$ cat config.mk
export PLATFORM = sky130hd
export DESIGN_NAME = jtg_tap
export DESIGN_NICKNAME = d
export VERILOG_FILES = /design/src/verilog/jtg_sync.v /design/src/verilog/jtg_tap.v
export VERILOG_INCLUDE_DIRS = /design/src /design/src/verilog
export SDC_FILE = /design/constraint.sdc
export NUM_CORES = 2
export LEC_CHECK = 0
export BUFFER_PORTS_ARGS = -buffer_cell sky130_fd_sc_hd__buf_2
export CAP_MARGIN = 20
export CORE_AREA = 4 4 666 668
export CTS_CLUSTER_SIZE = 10
export DETAILED_ROUTE_END_ITERATION = 8
export DIE_AREA = 0 0 670 672
export PLACE_DENSITY = 0.3
export SLEW_MARGIN = 40
export SYNTH_ARGS = -nofsm -noshare
export SYNTH_HDL_FRONTEND = slang
export SYNTH_HIERARCHICAL = 1
export SYNTH_SLANG_ARGS = --single-unit
$ cat constraint.sdc
create_clock -name clk -period 9.7 [get_ports clk]
set_clock_uncertainty 0.1 [all_clocks]
set_input_delay 1.455 -clock clk [delete_from_list [all_inputs] [get_ports clk]]
set_output_delay 1.455 -clock clk [all_outputs]
set_load 0.01 [all_outputs]
$ cat src/verilog/jtg_map.vh
`ifndef JTG_MAP_VH
`define JTG_MAP_VH

`define JTG_IR_LEN 10
`define JTG_IR_CAPTURE 10'h001
`define JTG_BSR_MAX 816
`define JTG_BSR_LEN0 10'd240
`define JTG_BSR_LEN1 10'd480
`define JTG_BSR_LEN2 10'd636
`define JTG_BSR_LEN3 10'd816
`define JTG_ID_LEN 10'd32
`define JTG_UCODE_LEN 10'd32
`define JTG_FLASH_AW 16
`define JTG_FLASH_DW 16
`define JTG_FLASH_LEN 10'd16

`define JTG_I_CLAMP 10'h00a
`define JTG_I_USER_A 10'h00c
`define JTG_I_USER_B 10'h00e
`define JTG_I_EXTEST 10'h00f
`define JTG_I_SAMPLE 10'h005
`define JTG_I_DEVICE_IDENTIFICATION 10'h006
`define JTG_I_USER_CODE_WORD 10'h007
`define JTG_I_HIGHZ 10'h00b
`define JTG_I_BYPASS 10'h3ff
`define JTG_I_ISP_ENABLE 10'h2cc
`define JTG_I_ISP_DISABLE 10'h201
`define JTG_I_ISP_ADDRESS 10'h203
`define JTG_I_ISP_PROGRAM 10'h2f4
`define JTG_I_ISP_ERASE 10'h2f2
`define JTG_I_ISP_READ 10'h205

`define JTG_ID_VERSION 4'h0
`define JTG_ID_PART 16'h1234
`define JTG_ID_MAKER 11'h155
`define JTG_USER_CODE 32'hffffffff

`endif

$ cat src/verilog/jtg_sync.v
`default_nettype none
module jtg_sync #(
  parameter W = 3
) (
  input wire clk,
  input wire rst_n,
  input wire [W-1:0] din,
  output reg [W-1:0] dout
);
  reg [W-1:0] s1_reg;
  reg [W-1:0] s2_reg;
  reg [W-1:0] s3_reg;
  integer i;

  // A bit only moves once the second and third stages agree
  always @(posedge clk or negedge rst_n) begin
    if (!rst_n) begin
      s1_reg <= {W{1'b0}};
      s2_reg <= {W{1'b0}};
      s3_reg <= {W{1'b0}};
      dout <= {W{1'b0}};
    end else begin
      s1_reg <= din;
      s2_reg <= s1_reg;
      s3_reg <= s2_reg;
      for (i = 0; i < W; i = i + 1) begin
        if (s2_reg[i] == s3_reg[i]) begin
          dout[i] <= s3_reg[i];
        end
      end
    end
  end
endmodule
`default_nettype wire

$ cat src/verilog/jtg_tap.v
`include "jtg_map.vh"
`default_nettype none
module jtg_tap #(
  parameter DENSITY = 1
) (
  input wire clk,
  input wire rst_n,
  input wire tck,
  input wire tms,
  input wire tdi,
  output reg tdo,
  output reg tdo_oe,
  input wire [`JTG_BSR_MAX-1:0] pin_in,
  output reg [`JTG_BSR_MAX-1:0] pin_out,
  output reg pin_override,
  output reg pin_hiz,
  output reg user_chain_a_sel,
  output reg user_chain_b_sel,
  output reg user_capture,
  output reg user_shift,
  output reg user_update,
  output reg user_tdi,
  input wire user_tdo,
  output reg isp_active,
  output reg [`JTG_FLASH_AW-1:0] flash_addr,
  output reg [`JTG_FLASH_DW-1:0] flash_wdata,
  output reg flash_prog,
  output reg flash_erase,
  input wire [`JTG_FLASH_DW-1:0] flash_rdata
);
  localparam [3:0] ST_RESET = 4'h0, ST_IDLE = 4'h1, ST_SEL_DR = 4'h2, ST_CAP_DR = 4'h3;
  localparam [3:0] ST_SH_DR = 4'h4, ST_EX1_DR = 4'h5, ST_PA_DR = 4'h6, ST_EX2_DR = 4'h7;
  localparam [3:0] ST_UP_DR = 4'h8, ST_SEL_IR = 4'h9, ST_CAP_IR = 4'ha, ST_SH_IR = 4'hb;
  localparam [3:0] ST_EX1_IR = 4'hc, ST_PA_IR = 4'hd, ST_EX2_IR = 4'he, ST_UP_IR = 4'hf;

  wire [2:0] pins;
  reg tck_prev_reg;
  reg [3:0] state_reg;
  reg [3:0] state_next;
  reg [`JTG_IR_LEN-1:0] ir_sh_reg;
  reg [`JTG_IR_LEN-1:0] test_instruction_reg;
  reg [`JTG_BSR_MAX-1:0] dr_sh_reg;
  reg [`JTG_BSR_MAX-1:0] dr_sh_next;
  reg [9:0] len;
  integer i;

  // Pins have their own dedicated synchroniser and reach nothing else
  jtg_sync #(.W(3)) u_sync (
    .clk(clk),
    .rst_n(rst_n),
    .din({tck, tms, tdi}),
    .dout(pins)
  );

  wire tck_rise = pins[2] & ~tck_prev_reg;
  wire tck_fall = ~pins[2] & tck_prev_reg;
  wire tms_s = pins[1];
  wire tdi_s = pins[0];

  function [9:0] bsr_len;
    input integer d;
    begin
      case (d)
        0: bsr_len = `JTG_BSR_LEN0;
        1: bsr_len = `JTG_BSR_LEN1;
        2: bsr_len = `JTG_BSR_LEN2;
        default: bsr_len = `JTG_BSR_LEN3;
      endcase
    end
  endfunction

  // Codes outside the set fall to bypass; the controller must avoid them anyway
  function [9:0] dr_len;
    input [`JTG_IR_LEN-1:0] ins;
    begin
      if (ins == `JTG_I_EXTEST || ins == `JTG_I_SAMPLE) begin
        dr_len = bsr_len(DENSITY);
      end else if (ins == `JTG_I_DEVICE_IDENTIFICATION) begin
        dr_len = `JTG_ID_LEN;
      end else if (ins == `JTG_I_USER_CODE_WORD) begin
        dr_len = `JTG_UCODE_LEN;
      end else if (ins == `JTG_I_ISP_ADDRESS) begin
        dr_len = `JTG_FLASH_LEN;
      end else if (ins == `JTG_I_ISP_PROGRAM || ins == `JTG_I_ISP_READ) begin
        dr_len = `JTG_FLASH_LEN;
      end else begin
        dr_len = 10'd1;
      end
    end
  endfunction

  function is_user;
    input [`JTG_IR_LEN-1:0] ins;
    begin
      is_user = (ins == `JTG_I_USER_A) || (ins == `JTG_I_USER_B);
    end
  endfunction

  always @* begin
    case (state_reg)
      ST_RESET: state_next = tms_s ? ST_RESET : ST_IDLE;
      ST_IDLE: state_next = tms_s ? ST_SEL_DR : ST_IDLE;
      ST_SEL_DR: state_next = tms_s ? ST_SEL_IR : ST_CAP_DR;
      ST_CAP_DR: state_next = tms_s ? ST_EX1_DR : ST_SH_DR;
      ST_SH_DR: state_next = tms_s ? ST_EX1_DR : ST_SH_DR;
      ST_EX1_DR: state_next = tms_s ? ST_UP_DR : ST_PA_DR;
      ST_PA_DR: state_next = tms_s ? ST_EX2_DR : ST_PA_DR;
      ST_EX2_DR: state_next = tms_s ? ST_UP_DR : ST_SH_DR;
      ST_UP_DR: state_next = tms_s ? ST_SEL_DR : ST_IDLE;
      ST_SEL_IR: state_next = tms_s ? ST_RESET : ST_CAP_IR;
      ST_CAP_IR: state_next = tms_s ? ST_EX1_IR : ST_SH_IR;
      ST_SH_IR: state_next = tms_s ? ST_EX1_IR : ST_SH_IR;
      ST_EX1_IR: state_next = tms_s ? ST_UP_IR : ST_PA_IR;
      ST_PA_IR: state_next = tms_s ? ST_EX2_IR : ST_PA_IR;
      ST_EX2_IR: state_next = tms_s ? ST_UP_IR : ST_SH_IR;
      default: state_next = tms_s ? ST_SEL_DR : ST_IDLE;
    endcase
  end

  // Serial entry sits at the top of the selected length, exit at bit 0
  always @* begin
    len = dr_len(test_instruction_reg);
    for (i = 0; i < `JTG_BSR_MAX; i = i + 1) begin
      if (i == len - 1) begin
        dr_sh_next[i] = tdi_s;
      end else if (i < len - 1) begin
        dr_sh_next[i] = dr_sh_reg[i+1];
      end else begin
        dr_sh_next[i] = 1'b0;
      end
    end
  end

  always @(posedge clk or negedge rst_n) begin
    if (!rst_n) begin
      tck_prev_reg <= 1'b0;
      state_reg <= ST_RESET;
      ir_sh_reg <= `JTG_IR_CAPTURE;
      test_instruction_reg <= `JTG_I_DEVICE_IDENTIFICATION;
      dr_sh_reg <= {`JTG_BSR_MAX{1'b0}};
      pin_out <= {`JTG_BSR_MAX{1'b0}};
      isp_active <= 1'b0;
      flash_addr <= {`JTG_FLASH_AW{1'b0}};
      flash_wdata <= {`JTG_FLASH_DW{1'b0}};
      tdo <= 1'b1;
      tdo_oe <= 1'b0;
    end else begin
      tck_prev_reg <= pins[2];
      if (tck_rise) begin
        state_reg <= state_next;
        case (state_reg)
          ST_RESET: begin
            test_instruction_reg <= `JTG_I_DEVICE_IDENTIFICATION;
            isp_active <= 1'b0;
          end
          ST_CAP_IR: ir_sh_reg <= `JTG_IR_CAPTURE;
          ST_SH_IR: ir_sh_reg <= {tdi_s, ir_sh_reg[`JTG_IR_LEN-1:1]};
          ST_UP_IR: begin
            test_instruction_reg <= ir_sh_reg;
            if (ir_sh_reg == `JTG_I_ISP_ENABLE) begin
              isp_active <= 1'b1;
            end else if (ir_sh_reg == `JTG_I_ISP_DISABLE) begin
              isp_active <= 1'b0;
            end
          end
          ST_CAP_DR: begin
            if (test_instruction_reg == `JTG_I_DEVICE_IDENTIFICATION) begin
              dr_sh_reg[31:0] <= {`JTG_ID_VERSION, `JTG_ID_PART, `JTG_ID_MAKER, 1'b1};
            end else if (test_instruction_reg == `JTG_I_USER_CODE_WORD) begin
              dr_sh_reg[31:0] <= `JTG_USER_CODE;
            end else if (test_instruction_reg == `JTG_I_EXTEST ||
                         test_instruction_reg == `JTG_I_SAMPLE) begin
              dr_sh_reg <= pin_in;
            end else if (test_instruction_reg == `JTG_I_ISP_READ) begin
              dr_sh_reg[`JTG_FLASH_DW-1:0] <= flash_rdata;
            end else begin
              dr_sh_reg[0] <= 1'b0;
            end
          end
          ST_SH_DR: dr_sh_reg <= dr_sh_next;
          ST_UP_DR: begin
            if (test_instruction_reg == `JTG_I_EXTEST ||
                test_instruction_reg == `JTG_I_SAMPLE) begin
              pin_out <= dr_sh_reg;
            end else if (isp_active && test_instruction_reg == `JTG_I_ISP_ADDRESS) begin
              flash_addr <= dr_sh_reg[`JTG_FLASH_AW-1:0];
            end else if (isp_active && test_instruction_reg == `JTG_I_ISP_PROGRAM) begin
              flash_wdata <= dr_sh_reg[`JTG_FLASH_DW-1:0];
            end
          end
          default: begin
          end
        endcase
      end
      // Output moves half a bit later so the controller samples a settled level
      if (tck_fall) begin
        tdo_oe <= (state_reg == ST_SH_IR) || (state_reg == ST_SH_DR);
        if (state_reg == ST_SH_IR) begin
          tdo <= ir_sh_reg[0];
        end else if (is_user(test_instruction_reg)) begin
          tdo <= user_tdo;
        end else begin
          tdo <= dr_sh_reg[0];
        end
      end
    end
  end

  // Pin control and the flash pulses; the pulse length is the controller's idle time
  always @(posedge clk or negedge rst_n) begin
    if (!rst_n) begin
      pin_override <= 1'b0;
      pin_hiz <= 1'b0;
      user_chain_a_sel <= 1'b0;
      user_chain_b_sel <= 1'b0;
      user_capture <= 1'b0;
      user_shift <= 1'b0;
      user_update <= 1'b0;
      user_tdi <= 1'b0;
      flash_prog <= 1'b0;
      flash_erase <= 1'b0;
    end else begin
      // Pull-up and bus-hold controls live outside and are never touched here
      pin_override <= (test_instruction_reg == `JTG_I_EXTEST) ||
                      (test_instruction_reg == `JTG_I_CLAMP) || isp_active;
      pin_hiz <= (test_instruction_reg == `JTG_I_HIGHZ);
      user_chain_a_sel <= (test_instruction_reg == `JTG_I_USER_A);
      user_chain_b_sel <= (test_instruction_reg == `JTG_I_USER_B);
      user_capture <= tck_rise && is_user(test_instruction_reg) && state_reg == ST_CAP_DR;
      user_shift <= tck_rise && is_user(test_instruction_reg) && state_reg == ST_SH_DR;
      user_update <= tck_rise && is_user(test_instruction_reg) && state_reg == ST_UP_DR;
      user_tdi <= tdi_s;
      flash_prog <= isp_active && state_reg == ST_IDLE &&
                    test_instruction_reg == `JTG_I_ISP_PROGRAM;
      flash_erase <= isp_active && state_reg == ST_IDLE &&
                     test_instruction_reg == `JTG_I_ISP_ERASE;
    end
  end
endmodule
`default_nettype wire

# == After elaboration in Yosys (flattened, before gate mapping) ==
# Index checks and enable logic that the tools add are counted.
# totals
output_inout_bits,861
in_bits,838
register_bits,1714
word_cells,3404
# op_classes
n_reduce_logical,32
eq_ne,853
order_cmp,816
mux,1666
n_addsub,1
bitwise,6
# ops
cell,count
equality test 10 x 32 -> 1 bit (first input constant),304
less-than comparator 10 x 32 -> 1 bit (first input constant),304
equality test 9 x 32 -> 1 bit (first input constant),256
less-than comparator 9 x 32 -> 1 bit (first input constant),256
equality test 8 x 32 -> 1 bit (first input constant),128
less-than comparator 8 x 32 -> 1 bit (first input constant),128
equality test 7 x 32 -> 1 bit (first input constant),64
less-than comparator 7 x 32 -> 1 bit (first input constant),64
2-to-1 mux 1 bit,1640
one-hot mux 816 bit (2 select lines),1
2-to-1 mux 784 bit,2
equality test 6 x 32 -> 1 bit (first input constant),32
less-than comparator 6 x 32 -> 1 bit (first input constant),32
2-to-1 mux 800 bit,1
equality test 5 x 32 -> 1 bit (first input constant),16
less-than comparator 5 x 32 -> 1 bit (first input constant),16
equality test 4 x 32 -> 1 bit (first input constant),8
less-than comparator 4 x 32 -> 1 bit (first input constant),8
equality test 3 x 32 -> 1 bit (first input constant),4
less-than comparator 3 x 32 -> 1 bit (first input constant),4
equality test 2 x 32 -> 1 bit (first input constant),2
less-than comparator 1 x 32 -> 1 bit (first input constant),2
less-than comparator 2 x 32 -> 1 bit (first input constant),2
2-to-1 mux 32 bit,2
37 further kinds,98

# == Logic depth before layout (Yosys ltp) ==
# depth
depth_word,12
mapped_depth,15
ltp_nobuf,12

# == Hierarchy ==
# Netlist, hierarchy kept.
# by_module_without_submodules
module,cells_each,area_each_um2,seq_area_each_um2,n_inst
jtg_tap,6043,68993.7,42595.9,1
jtg_sync,15,334.1,300.3,1

# == Least setup slack after synthesis ==
# Ideal clock, no wire load.
# synth_timing
path_type,register to register
from,reg test_instruction_reg[1] (netlist: dr_len.ins[1])
to,reg dr_sh_reg[46]
period_less_slack_ns,3.831
n_path_buf,5
slack_ns,5.869
setup_ns,0.126
required_ns,9.474
stages_incl_launch_ff,16
t_arrival_ns,3.605
path_cell_list,dfstp_2 > clkbuf_1 > nand2b_1 > o32a_1 > a21o_1 > buf_1 > nand2_1 > ha_1 > clkbuf_1 > nor2b_1 > buf_1 > nand3_1 > o21a_1 > and2_4 > buf_6 > a221o_1
# synth_via
elab_chain_cells,12
word_cells_on_any_way,24
classes_between,add/sub: 1; order compare: 1; eq/ne: 11; mux: 8; reduce/logical: 3
# synth_rtl
item,line_no,text
from (decl),jtg_tap.v:41,reg [`JTG_IR_LEN-1:0] test_instruction_reg;
from (signal assigned),jtg_tap.v:139,test_instruction_reg <= `JTG_I_DEVICE_IDENTIFICATION;
from (signal assigned),jtg_tap.v:153,test_instruction_reg <= `JTG_I_DEVICE_IDENTIFICATION;
from (signal assigned),jtg_tap.v:159,test_instruction_reg <= ir_sh_reg;
equality test 10 bit (no source line),n/a,
logical OR 1 bit (no source line),n/a,
2-to-1 mux 5 bit,jtg_tap.v:84,end else if (ins == `JTG_I_ISP_PROGRAM || ins == `JTG_I_ISP_READ) begin
2-to-1 mux 5 bit,jtg_tap.v:82,end else if (ins == `JTG_I_ISP_ADDRESS) begin
2-to-1 mux 6 bit,jtg_tap.v:80,end else if (ins == `JTG_I_USER_CODE_WORD) begin
2-to-1 mux 6 bit,jtg_tap.v:78,end else if (ins == `JTG_I_DEVICE_IDENTIFICATION) begin
2-to-1 mux 9 bit,jtg_tap.v:76,if (ins == `JTG_I_EXTEST || ins == `JTG_I_SAMPLE) begin
subtractor 10 x 1 -> 11 bit,"jtg_tap.v:124, jtg_tap.v:126",
less-than comparator 6 x 32 -> 1 bit,jtg_tap.v:126,end else if (i < len - 1) begin
2-to-1 mux 1 bit,jtg_tap.v:126,
2-to-1 mux 1 bit,jtg_tap.v:124,if (i == len - 1) begin
one-hot mux 816 bit (2 select lines),jtg_tap.v:151,case (state_reg)
to (signal assigned),jtg_tap.v:140,dr_sh_reg <= {`JTG_BSR_MAX{1'b0}};
to (signal assigned),jtg_tap.v:173,dr_sh_reg <= pin_in;
"to (signal, indexed assignment)",jtg_tap.v:175,dr_sh_reg[`JTG_FLASH_DW-1:0] <= flash_rdata;
to (decl),jtg_tap.v:42,reg [`JTG_BSR_MAX-1:0] dr_sh_reg;
# Several ways; a longest one is shown, not always the timed one.
# A chain may end at the register's enable or synchronous reset.

# == Worst setup path in the final report ==
# layout_timing
from,reg test_instruction_reg[5] (netlist: dr_len.ins[5])
to,reg dr_sh_reg[338]
# layout_via
elab_chain_cells,12
word_cells_on_any_way,24
classes_between,add/sub: 1; order compare: 1; eq/ne: 11; mux: 8; reduce/logical: 3
# layout_rtl
item,line_no
equality test 10 bit (no source line),n/a
logical OR 1 bit (no source line),n/a
2-to-1 mux 5 bit,jtg_tap.v:84
2-to-1 mux 5 bit,jtg_tap.v:82
2-to-1 mux 6 bit,jtg_tap.v:80
2-to-1 mux 6 bit,jtg_tap.v:78
2-to-1 mux 9 bit,jtg_tap.v:76
subtractor 10 x 1 -> 11 bit,"jtg_tap.v:124, jtg_tap.v:126"
less-than comparator 9 x 32 -> 1 bit,jtg_tap.v:126
2-to-1 mux 1 bit,jtg_tap.v:126
2-to-1 mux 1 bit,jtg_tap.v:124
one-hot mux 816 bit (2 select lines),jtg_tap.v:151
# Several ways; a longest one is shown, not always the timed one.

==> impl_metrics.json <==
{
  "crit_path_end_kind": "register",
  "final_common_cell": "dfrtp_1",
  "core_mm2": 0.437,
  "nFillCells": 47800,
  "max_cap_violations": 0,
  "worstMarginPinSlew_ps": 853,
  "hold_path.class": "reg2reg",
  "ir_worst_vdd_mv": 0.154,
  "status": "finished clean",
  "layout_common_cells": "dfrtp_1 (1709), buf_2 (1697), nand2_1 (982), mux2_2 (837), nor2_1 (635)",
  "finalWorstSetupSlack_ps": 5070,
  "cts-hold-fix-buffers": 0,
  "clock-sinks": 1714,
  "routed_wl_mm": 386,
  "synth_cell_types": 79,
  "wl_per_cell_um": 28.3,
  "power.leakage_nw": 46.1,
  "crit_start": "dr_len.ins[5]",
  "critical_path_peak_fanout": 19,
  "placed_area_mm2": 0.0843,
  "hold_slack_ps": 251,
  "required_ps": 10370,
  "yosysWarnings": 6,
  "synth_top_area_share_pct": 61.7,
  "htree_num_levels": 4,
  "crit_top_cell": "nand2_1",
  "cts_made_buffers": 228,
  "arrival_ps": 5300,
  "num_io_pins": 1699,
  "grt_max_degree": 210,
  "worst_r2r_path_depth": 10,
  "grt-ovfl-total": 0,
  "dp_hpwl_mm": 293,
  "start_util_pct": 15.9,
  "fp.dieH_um": 672,
  "die-area_mm2": 0.450,
  "post-route-util_pct": 21.1,
  "cp_cell_sequence": "or4_4 -> nor2_2 -> nand2_1 -> nand2_1 -> ha_2 -> inv_1 -> nand3_1 -> a31oi_4 -> a221oi_1 -> nor2_1",
  "drtIter0Drc": 3661,
  "port_buffers": 1698,
  "fmax_ghz": 0.216,
  "drv_slew": 0,
  "postCtsSetupBuffers": 0,
  "relSlewSlack_pct": 43.1,
  "cpMaxStageDelayCell": "or4_4",
  "critPathLaunchType": "register",
  "synthTopCellsByArea": "dfrtp_1 (62%), mux2_2 (14%), nand2_1 (5.3%), nor2_1 (3.5%), o21ai_0 (2.9%)",
  "hold_path_depth": 0,
  "drtPass1Iterations": 6,
  "finalWeightedCongestion": 0.861,
  "num_rows": 243,
  "cts_resized": 0,
  "stdcell_area_mm2": 0.0922,
  "synth_nets": 6901,
  "r2r-start": "dr_len.ins[5]",
  "grt_setup_unrepaired": "no",
  "tns_ps": 0,
  "synth_edf_count": 0,
  "final_antenna_net_count": 0,
  "finalHoldViolCount": 0,
  "drc_errors": 0,
  "clk_latency_ps": 920,
  "grt_usage_pct": 16.5,
  "hp-start": "u_sync/s1_reg[2]",
  "syn_area_per_cell_um2": 11.4,
  "async_flop_share_pct": 100,
  "syn2layout_area_growth_pct": 32.9,
  "critPathMaxStageDelay_ps": 610,
  "nNetsFinal": 8449,
  "synth_top_cell_by_area": "dfrtp_1",
  "finalCriticalPeriod_ps": 4630,
  "synth-seq-cells": 1714,
  "drive_gt1_share_pct": 38.6,
  "clkSlewWorstSetupHoldPaths_ps": 60,
  "cts_root_buffer": "clkbuf_16",
  "setup_viol": 0,
  "grt_pass1_vias": 56900,
  "cts_buffer_depth": 4,
  "fin_crit_sh_pct": 47.7,
  "pwr_density_cell_mw_per_mm2": 256,
  "tritoncts": "yes",
  "vias": 56000,
  "die_w_um": 670,
  "grt_antenna_before_repair": 317,
  "syn_inst": 6058,
  "grt_pass1_wl_mm": 521,
  "synthFlopType": "dfrtp_1",
  "pre_cts_slack_ps": 4950,
  "ys_seq_area_share_pct": 61.9,
  "critPathKind": "reg2reg",
  "synthesis.area_mm2": 0.0693,
  "via_per_inst": 4.11
}
## routing by layer
| metal | vias up | track usage (%) | wire, µm |
|---|---|---|---|
| li1 | 24500 | - | - |
| met1 | 28600 | 19.5 | 153000 |
| met2 | 2065 | 27.9 | 186000 |
| met3 | 752 | 5.78 | 31100 |
| met4 | 148 | 5.00 | 13900 |
| met5 | - | 0 | 992 |
## cell type report
type	instances	area [µm²]	area share, %
clock buffer	347	6660	7.22
sequential	1714	42900	46.5
antenna	101	253	0.274
multi-input combinational	3851	24500	26.6
clock inverter	54	668	0.725
tap	5757	7200	7.82
timing repair buffer	1789	9850	10.7
inverter	22	82.6	0.0896
## power by group
part	internal (mW)	total [mW]	switching (mW)	leakage (nW)
sequential	8.85	10.7	1.88	21.9
combinational	1.51	4.39	2.87	20.7
clock	4.85	8.43	3.58	3.56
total	15.2	23.6	8.34	46.1
## path summary, 6_finish.rpt
| check | to | slack (ps) |
|---|---|---|
| worst min-delay path | u_sync/s2_reg[2] | 250 |
| worst min register to register | u_sync/s2_reg[2] | 250 |
| max in group asynchronous | pin_out[704] | 7000 |
| worst max-delay path | dr_sh_reg[338] | 5070 |
| min in group asynchronous | flash_wdata[5] | 310 |
| worst max register to register | dr_sh_reg[338] | 5070 |
## synth_stat cells, types with 3 or more instances
library cell  instances
and2_1                5
nor2_1              639
o2bb2ai_1             3
nor3_1               21
a21boi_0              3
mux2_2              837
nand2_1             985
or3_1                 5
ha_1                  5
o21a_1                4
a221oi_1            192
nand2b_1              7
clkbuf_1            322
a211oi_1             18
a2bb2oi_1             7
maj3_2                3
nor4_1                5
o21ai_1               3
nor4b_1               3
a21o_1                6
a31oi_1             224
a311oi_1              3
a22oi_1               6
buf_1                 6
a21oi_1              55
o211ai_1             35
nor2b_1               9
o221ai_1             13
inv_1                21
nand3_1             205
nand4_1              15
mux2i_1              12
o31ai_1               4
o311ai_0              3
dfstp_2               4
a221o_1              24
a22o_1                8
a41oi_1               4
dfrtp_1            1710
nor3b_1               6
o21ai_0             399
buf_2               141
and3_1               29
a32oi_1               6
## cells by family (layout without fill, tap and decap cells)
family	Yosys count	after routing	share of synthesized area (%)
AO/OA/AOI/OAI	1039	1039	9.81
XOR/XNOR	4	4	0.0505
adder cells (fa/ha/maj)	8	8	0.139
buffers and inverters	493	2212	2.95
flip-flops	1714	1714	61.9
multiplexers	849	849	13.8
other	1	102	0.00541
AND/OR/NAND/NOR	1950	1950	11.4
## critical path: cells and delay by family, from the launching register on
family,cells,cell delay (ps)
AND/OR/NAND/NOR,6,2250
adder cells (fa/ha/maj),1,560
buffers and inverters,1,260
flip-flops,1,460
AO/OA/AOI/OAI,2,830
## metrics by stage
step                      std cells  power, mW
after floorplan                6058       12.7
after detailed placement      13100       15.4
after CTS                     13500       24.1
final                         13600       23.6
after global placement        13100       15.2
after global routing          13600       25.1
Power figures use the tool's default switching activity.
